File: src/verilog/blspc_pkg.sv
// Package with register map, field layout and timing for the self-program control block
package blspc_pkg;
  localparam logic [11:0] BLSPC_OFS_CTRL    = 12'h000;
  localparam logic [11:0] BLSPC_OFS_PTR     = 12'h004;
  localparam logic [11:0] BLSPC_OFS_DATA    = 12'h008;
  localparam logic [11:0] BLSPC_OFS_ISSUE   = 12'h00C;
  localparam logic [11:0] BLSPC_OFS_LOCK    = 12'h010;
  localparam logic [11:0] BLSPC_OFS_STATUS  = 12'h014;
  localparam logic [11:0] BLSPC_OFS_LATADDR = 12'h018;
  localparam logic [11:0] BLSPC_OFS_RDDATA  = 12'h01C;
  localparam logic [7:0] BLSPC_CMD_ERASE    = 8'h03;
  localparam logic [7:0] BLSPC_CMD_FILL     = 8'h01;
  localparam logic [7:0] BLSPC_CMD_WRITE    = 8'h05;
  localparam logic [7:0] BLSPC_CMD_LOCK     = 8'h09;
  localparam logic [7:0] BLSPC_CMD_MASK     = 8'h7F;
  localparam int BLSPC_WINDOW_CLK           = 4;
  localparam logic [2:0] BLSPC_WINDOW_CYC   = 3'(BLSPC_WINDOW_CLK);
  localparam logic [1:0] BLSPC_LOCK_RST     = 2'h3;
  localparam logic [15:0] BLSPC_APP_VEC     = 16'h0000;
  localparam int BLSPC_ISSUE_LPM_BIT        = 0;
  localparam int BLSPC_ISSUE_BOOT_BIT       = 1;
  localparam int BLSPC_ISSUE_SPM_BIT        = 2;
  localparam int BLSPC_ISSUE_INTV_BIT       = 3;
  localparam int BLSPC_LKD_APP_LO_BIT       = 2;
  localparam int BLSPC_LKD_APP_HI_BIT       = 3;
  localparam int BLSPC_LKD_BOOT_LO_BIT      = 4;
  localparam int BLSPC_LKD_BOOT_HI_BIT      = 5;
  typedef enum logic [1:0] {BLSPC_IDLE = 2'b00, BLSPC_ARMED = 2'b01} blspc_state_t;
endpackage : blspc_pkg

File: src/verilog/blspc_top.sv
// Boot lock decode, pointer latch and self-program sequencing with an APB slave
`timescale 1ns/1ps
`default_nettype none
module blspc_top
  import blspc_pkg::*;
#(
  parameter int WORD_BITS = 6,
  parameter int ADDR_BITS = 15,
  parameter logic [15:0] BOOT_START = 16'h7000
)(
  input  wire logic        mclk,
  input  wire logic        rst,
  input  wire logic        psel,
  input  wire logic        penable,
  input  wire logic        pwrite,
  input  wire logic [11:0] paddr,
  input  wire logic [31:0] pwdata,
  output logic             pready,
  output logic [31:0]      prdata,
  output logic             pslverr,
  input  wire logic        chip_erase,
  input  wire logic        boot_reset_fuse,
  output logic [15:0]      reset_vector,
  output logic             int_mask,
  output logic             flash_erase,
  output logic             flash_fill,
  output logic             flash_write,
  output logic             flash_read,
  output logic [15:0]      flash_addr,
  output logic [15:0]      flash_wdata,
  input  wire logic [7:0]  flash_rbyte
);
  logic [7:0]  ctrl_r;
  logic [7:0]  pointer_high_byte;
  logic [7:0]  pointer_low_byte;
  logic [15:0] data_r;
  logic        app_lock_bit_hi;
  logic        app_lock_bit_lo;
  logic        boot_lock_bit_hi;
  logic        boot_lock_bit_lo;
  logic [1:0]  app_lock_field;
  logic [1:0]  boot_lock_field;
  logic [2:0]  win_r;
  blspc_state_t state_r;
  logic [15:0] lat_addr_r;
  logic [7:0]  rd_byte_r;
  logic [1:0]  drop_cnt_r;
  logic        fuse_s1_r;
  logic        fuse_s2_r;
  logic        ce_s1_r;
  logic        ce_s2_r;
  logic        intv_boot_r;
  logic        exec_boot_r;
  logic        wr_acc;
  logic        spm_go;
  logic        drop_evt;
  logic        issue;
  logic        is_spm;
  logic        is_lpm;
  logic        from_boot;
  logic [15:0] ptr;
  logic        tgt_boot;
  logic        spm_ok;
  logic        lpm_ok;
  logic        map_hit;
  logic [7:0]  cmd;
  assign wr_acc = psel && penable && pwrite;
  assign issue  = wr_acc && paddr == BLSPC_OFS_ISSUE;
  assign is_spm = issue && pwdata[BLSPC_ISSUE_SPM_BIT];
  assign is_lpm = issue && pwdata[BLSPC_ISSUE_LPM_BIT];
  assign from_boot = pwdata[BLSPC_ISSUE_BOOT_BIT];
  assign ptr = {pointer_high_byte, pointer_low_byte};
  assign tgt_boot = ptr >= BOOT_START;
  assign app_lock_field  = {app_lock_bit_hi, app_lock_bit_lo};
  assign boot_lock_field = {boot_lock_bit_hi, boot_lock_bit_lo};
  assign cmd = ctrl_r & BLSPC_CMD_MASK;
  assign spm_go = is_spm && pready && from_boot && state_r == BLSPC_ARMED;
  // Write permission: bit lo programmed means no store-program erase or write; general lock modes not consulted
  // Cross-section read blocked when bit hi programmed
  always_comb
  begin
    spm_ok = app_lock_bit_lo;
    lpm_ok = !from_boot || app_lock_bit_hi;
    if (tgt_boot)
    begin
      spm_ok = boot_lock_bit_lo;
      lpm_ok = from_boot || boot_lock_bit_hi;
    end
  end

  // Register map decode
  always_comb
  begin
    case (paddr)
      BLSPC_OFS_CTRL,
      BLSPC_OFS_PTR,
      BLSPC_OFS_DATA,
      BLSPC_OFS_ISSUE,
      BLSPC_OFS_LOCK,
      BLSPC_OFS_STATUS,
      BLSPC_OFS_LATADDR,
      BLSPC_OFS_RDDATA: map_hit = 1'b1;
      default:          map_hit = 1'b0;
    endcase
  end

  // Refused store-program or load-program accesses
  always_comb
  begin
    drop_evt = 1'b0;
    if (spm_go)
    begin
      if (cmd == BLSPC_CMD_ERASE || cmd == BLSPC_CMD_WRITE)
        drop_evt = !spm_ok;
      else if (cmd != BLSPC_CMD_FILL && cmd != BLSPC_CMD_LOCK)
        drop_evt = 1'b1;
    end
    else if (is_lpm && pready)
      drop_evt = !lpm_ok;
  end

  // Pin synchronisers
  always_ff @(posedge mclk or posedge rst)
  begin
    if (rst)
    begin
      fuse_s1_r <= 1'b1;
      fuse_s2_r <= 1'b1;
      ce_s1_r   <= 1'b0;
      ce_s2_r   <= 1'b0;
    end
    else
    begin
      fuse_s1_r <= boot_reset_fuse;
      fuse_s2_r <= fuse_s1_r;
      ce_s1_r   <= chip_erase;
      ce_s2_r   <= ce_s1_r;
    end
  end

  // Reset vector follows fuse; fuse has no software path
  always_ff @(posedge mclk or posedge rst)
  begin
    if (rst)
      reset_vector <= BLSPC_APP_VEC;
    else
      reset_vector <= fuse_s2_r ? BLSPC_APP_VEC : BOOT_START;
  end

  // APB bus
  always_ff @(posedge mclk or posedge rst)
  begin
    if (rst)
    begin
      pready  <= 1'b0;
      pslverr <= 1'b0;
      prdata  <= 32'h00000000;
    end
    else
    begin
      pready  <= psel && !penable;
      pslverr <= psel && !penable && !map_hit;
      prdata  <= 32'h00000000;
      if (psel && !penable && !pwrite)
      begin
        case (paddr)
          BLSPC_OFS_CTRL:    prdata <= {24'h000000, ctrl_r};
          BLSPC_OFS_PTR:     prdata <= {16'h0000, ptr};
          BLSPC_OFS_DATA:    prdata <= {16'h0000, data_r};
          BLSPC_OFS_LOCK:    prdata <= {26'h0000000, boot_lock_field, app_lock_field, 2'h3};
          BLSPC_OFS_STATUS:  prdata <= {24'h000000, drop_cnt_r, 1'b0, intv_boot_r,
                                        1'b0, win_r};
          BLSPC_OFS_LATADDR: prdata <= {16'h0000, lat_addr_r};
          BLSPC_OFS_RDDATA:  prdata <= {24'h000000, rd_byte_r};
          default:           prdata <= 32'h00000000;
        endcase
      end
    end
  end

  // Pointer and data registers; issue also tells section and vector placement
  always_ff @(posedge mclk or posedge rst)
  begin
    if (rst)
    begin
      pointer_high_byte <= 8'h00;
      pointer_low_byte  <= 8'h00;
      data_r            <= 16'h0000;
      intv_boot_r       <= 1'b0;
      exec_boot_r       <= 1'b0;
    end
    else if (wr_acc && pready)
    begin
      if (paddr == BLSPC_OFS_PTR)
      begin
        pointer_high_byte <= pwdata[15:8];
        pointer_low_byte  <= pwdata[7:0];
      end
      if (paddr == BLSPC_OFS_DATA)
        data_r <= pwdata[15:0];
      if (paddr == BLSPC_OFS_ISSUE)
      begin
        intv_boot_r <= pwdata[BLSPC_ISSUE_INTV_BIT];
        exec_boot_r <= from_boot;
      end
    end
  end

  // Command window: store-program must follow within four cycles
  always_ff @(posedge mclk or posedge rst)
  begin
    if (rst)
    begin
      ctrl_r  <= 8'h00;
      win_r   <= 3'h0;
      state_r <= BLSPC_IDLE;
    end
    else if (wr_acc && pready && paddr == BLSPC_OFS_CTRL)
    begin
      ctrl_r  <= pwdata[7:0];
      win_r   <= BLSPC_WINDOW_CYC;
      state_r <= BLSPC_ARMED;
    end
    else
    begin
      case (state_r)
        BLSPC_IDLE:
          win_r <= 3'h0;
        BLSPC_ARMED:
        begin
          if (win_r == 3'h1 || (is_spm && pready))
          begin
            ctrl_r  <= 8'h00;
            win_r   <= 3'h0;
            state_r <= BLSPC_IDLE;
          end
          else
            win_r <= win_r - 3'h1;
        end
        default:
        begin
          ctrl_r  <= 8'h00;
          win_r   <= 3'h0;
          state_r <= BLSPC_IDLE;
        end
      endcase
    end
  end

  // Lock bits: software may only program (clear to zero); chip erase restores ones
  always_ff @(posedge mclk or posedge rst)
  begin
    if (rst)
    begin
      app_lock_bit_hi  <= BLSPC_LOCK_RST[1];
      app_lock_bit_lo  <= BLSPC_LOCK_RST[0];
      boot_lock_bit_hi <= BLSPC_LOCK_RST[1];
      boot_lock_bit_lo <= BLSPC_LOCK_RST[0];
    end
    else if (ce_s2_r)
    begin
      app_lock_bit_hi  <= 1'b1;
      app_lock_bit_lo  <= 1'b1;
      boot_lock_bit_hi <= 1'b1;
      boot_lock_bit_lo <= 1'b1;
    end
    else if (spm_go && cmd == BLSPC_CMD_LOCK)
    begin
      // Pointer not consulted here
      app_lock_bit_lo  <= app_lock_bit_lo  & data_r[BLSPC_LKD_APP_LO_BIT];
      app_lock_bit_hi  <= app_lock_bit_hi  & data_r[BLSPC_LKD_APP_HI_BIT];
      boot_lock_bit_lo <= boot_lock_bit_lo & data_r[BLSPC_LKD_BOOT_LO_BIT];
      boot_lock_bit_hi <= boot_lock_bit_hi & data_r[BLSPC_LKD_BOOT_HI_BIT];
    end
  end

  // Flash operations: latched address, strobes one cycle each
  always_ff @(posedge mclk or posedge rst)
  begin
    if (rst)
    begin
      flash_erase <= 1'b0;
      flash_fill  <= 1'b0;
      flash_write <= 1'b0;
      flash_read  <= 1'b0;
      flash_addr  <= 16'h0000;
      flash_wdata <= 16'h0000;
      lat_addr_r  <= 16'h0000;
    end
    else
    begin
      flash_erase <= 1'b0;
      flash_fill  <= 1'b0;
      flash_write <= 1'b0;
      flash_read  <= 1'b0;
      if (spm_go)
      begin
        if (cmd == BLSPC_CMD_FILL)
        begin
          // Word index only; any order accepted
          flash_fill  <= 1'b1;
          flash_addr  <= {{(16 - WORD_BITS){1'b0}}, ptr[WORD_BITS:1]};
          flash_wdata <= data_r;
        end
        else if ((cmd == BLSPC_CMD_ERASE || cmd == BLSPC_CMD_WRITE) && spm_ok)
        begin
          flash_erase <= cmd == BLSPC_CMD_ERASE;
          flash_write <= cmd == BLSPC_CMD_WRITE;
          lat_addr_r  <= {ptr[15:WORD_BITS + 1], {(WORD_BITS + 1){1'b0}}};
          flash_addr  <= {ptr[15:WORD_BITS + 1], {(WORD_BITS + 1){1'b0}}};
        end
      end
      else if (is_lpm && pready)
      begin
        if (lpm_ok)
        begin
          flash_read <= 1'b1;
          flash_addr <= ptr;
        end
      end
    end
  end

  // Refused access count, wraps
  always_ff @(posedge mclk or posedge rst)
  begin
    if (rst)
      drop_cnt_r <= 2'h0;
    else if (drop_evt)
      drop_cnt_r <= drop_cnt_r + 2'h1;
  end

  // Read byte captured from flash one cycle after the read strobe
  always_ff @(posedge mclk or posedge rst)
  begin
    if (rst)
      rd_byte_r <= 8'h00;
    else if (flash_read)
      rd_byte_r <= flash_rbyte;
  end

  // Interrupt masking when executing from the section without the vectors and that section's bit hi is programmed
  always_ff @(posedge mclk or posedge rst)
  begin
    if (rst)
      int_mask <= 1'b0;
    else
      int_mask <= (intv_boot_r && !exec_boot_r && !app_lock_bit_hi)
               || (!intv_boot_r && exec_boot_r && !boot_lock_bit_hi);
  end
endmodule : blspc_top
`default_nettype wire

File: config.mk
export PLATFORM = sky130hd
export DESIGN_NAME = blspc_top
export DESIGN_NICKNAME = d
export VERILOG_FILES = /design/src/verilog/blspc_pkg.sv /design/src/verilog/blspc_top.sv
export SDC_FILE = /design/constraint.sdc
export NUM_CORES = 1
export LEC_CHECK = 0
export BUFFER_PORTS_ARGS = -buffer_cell sky130_fd_sc_hd__buf_2
export CORE_MARGIN = 5
export CORE_UTILIZATION = 38
export DETAILED_ROUTE_END_ITERATION = 7
export GPL_TIMING_DRIVEN = 0
export PLACE_DENSITY = 0.7
export SYNTH_ARGS = -nofsm -noshare
export SYNTH_HDL_FRONTEND = slang
export SYNTH_SLANG_ARGS = --single-unit
File: constraint.sdc
create_clock -name mclk -period 5.17 [get_ports mclk]
set_input_delay 0.517 -clock mclk [delete_from_list [all_inputs] [get_ports mclk]]
set_output_delay 0.517 -clock mclk [all_outputs]
set_load 0.005 [all_outputs]
==> metrics <==
worst slew pin tran just over 1000 ps; Slew Limit Fails 0; ys async rst share 1.00; clock buffer depth 2; YS warnings 0; Root Buffer Master clkbuf_16; setup total negative slack 0 ps; Final Setup Violations 0; Synth Flop Type dfrtp_1; Pre-antenna DRT Iters 5; hold buffers post-CTS 0; PwrDens between 300 and 400 nW/µm²; R2R Setup Slk 2640 ps; gr ovfl total 0; worst-path fanout max 10; hold_ws 154 ps; Worst Skew between 7 and 8 ps; dpl ws a little under 2000 ps; DR DRC count 0; hold crit path type input port to asynchronous set/reset pin; Synth cell types between 50 and 60; vias in the first global route between 4000 and 5000; CTS buffer count 17; max cap viols 0; reg2reg start ctrl_r[6]; top area cells in the synthesized netlist dfrtp_1, mux2_1, buf_4, dfstp_2, a222oi_1; Crit Path Class input port to flop; via count 4220; gpl congestion slightly below 0.9; Overall Power ~0.0022 W; initial antenna violation count 0; layout cells sized above 1 0.308; Slew headroom 0.325; fmax 365 MHz; clk sinks 129; Peak VDD IR between 200 and 250 µV; # fillers between 1000 and 1500; synthesized area per cell around 12 µm²; antenna cells 0; static leakage 3.73 nW; capturing point of the worst reg2reg path flash_wdata[15]; final WL around 15 mm; CP required between 5000 and 6000 ps; H-tree Lvls 4; Post-Syn Instances about 460; Reg2Reg Depth 5; number of flops mapped to enable cells by yosys 0; PortBufs about 100; die height 133 µm; WP data arrival between 3000 and 4000 ps; Mapped Area ~5700 µm²; Final period util 0.529; final hold violations 0; num ports about 150; Via density approximately 5.2; initial drt markers 369; post-detail-place hpwl about 11 mm; Die Wd 133 µm; minimum clock period approximately 2700 ps; RSZ-0062 raised after global routing false; WL per Instance ~19 µm; FF+latch count, synth between 100 and 150; largest net degree at the start of global routing 75; Antenna Nets Post-Route 0; crit end category flop; Yosys top cell area share 0.537; Yosys top cell by area dfrtp_1; synthesis-to-layout area growth 24.6%; sequential area share after synthesis 0.565; starting density of the core 0.391; FP Rows between 40 and 50; status completed; PostCTS Resize Cnt 0; Worst-path clk slew about 50 ps; gr usage total 0.178; core box area ~15000 µm²; first-pass GRT wire length ~24 mm; TritonCTS clock tree done; Critical Path Start Type input port; slack of the critical path 2430 ps; die area 17600 µm²; Clock Latency Late Sink ~410 ps; nets between 600 and 700; setup bufs post-CTS 0
[power by group]
group | switching (W) | leakage, nW | internal (W) | total (W)
registers | 0.00000151 | 1.73 | 0.00101 | 0.00102
logic | 0.0000518 | 1.73 | 0.0000345 | 0.0000864
clock network | 0.000418 | 0.269 | 0.000698 | 0.00112
[registers in the layout, summed over array words and instances (netlist names), 2 cells and up]
| signal | cells |
|---|---|
| win_r | 3 |
| data_r | 16 |
| pointer_high_byte | 8 |
| prdata | 16 |
| lat_addr_r | 9 |
| flash_wdata | 16 |
| rd_byte_r | 8 |
| drop_cnt_r | 2 |
| ctrl_r | 8 |
| pointer_low_byte | 8 |
| flash_addr | 16 |
[layer usage]
layer | track usage | vias up | routed length, µm
met5 | 0 | - | 0
met4 | 0.0635 | 0 | 328
met3 | 0.0649 | 28 | 1390
met2 | 0.280 | 197 | 7280
met1 | 0.227 | 2092 | 6370
li1 | - | 1903 | -
[kinds of logic after synthesis]
family          synth area share
compound gates            0.0957
xor+xnor                 0.00612
fa+ha+maj                0.00437
mux                        0.162
simple gates              0.0991
flops                      0.565
other cells             0.000655
buf+inv                   0.0668
[how the worst max path moves through the flow]
stage,startpoint,endpoint,slack (ps),cells past startpoint
after detailed placement,paddr[1],data_r[13],1980,6
after global routing,paddr[1],data_r[13],2310,6
final,paddr[1],data_r[4],2430,6
after CTS,paddr[1],data_r[4],2410,6
after floorplan,rst,ce_s1_r,1220,1
after global placement,rst,data_r[5],-40,2
[layout by cell type (no fill, tap or decap), drive strengths merged, types with 4 or more instances in the layout]
cell type  synthesis  layout
a21oi              9       9
a222oi            13      13
a22o              10      10
a22oi              7       7
a31oi              4       4
buf               41     141
clkbuf             8      35
clkinv             0       4
conb               1      29
dfrtp            123     123
dfstp              6       6
inv               16      16
mux2              72      72
mux2i             12      12
nand2             33      33
nand2b             9       9
nand3              8       8
nand4              5       5
nor2              24      24
nor3               8       8
nor4               5       5
o21ai             21      21
[cell usage after synthesis, drive strengths merged, types with 4 or more instances]
library cell    n
dfrtp         123
mux2           72
a22oi           7
a31oi           4
a222oi         13
inv            16
nor3            8
a21oi           9
nand2          33
mux2i          12
buf            41
nor4            5
o21ai          21
nand2b          9
nand4           5
clkbuf          8
dfstp           6
nor2           24
a22o           10
nand3           8
[per-stage QoR]
step | instance area, µm² | utilization | std cells
2_1_floorplan | 5830 | - | 491
3_3_place_gp | 6560 | 0.448 | 774
3_5_place_dp | 6590 | 0.450 | 775
4_1_cts | 7140 | 0.488 | 807
5_1_grt | 7140 | 0.488 | 807
6_report | 7140 | 0.488 | 807
[worst max-delay path, stage by stage]
cell and delay [ps]:
buf_2 100, nor4_2 630, nand3_2 350, nor3_2 600, buf_2 450, mux2_1 360
[area by class of cell]
class / count / area [µm²] / share of cell area
inverters: 16 / 65.1 / 0.00911
clock inverters: 5 / 53.8 / 0.00754
plain buffers: 49 / 323 / 0.0452
repair buffers: 100 / 523 / 0.0733
flip-flops and latches: 129 / 3240 / 0.453
clock buffers: 27 / 493 / 0.0691
well taps: 184 / 230 / 0.0322
multi-input cells: 297 / 2220 / 0.310
Power figures use the tool's default switching activity.
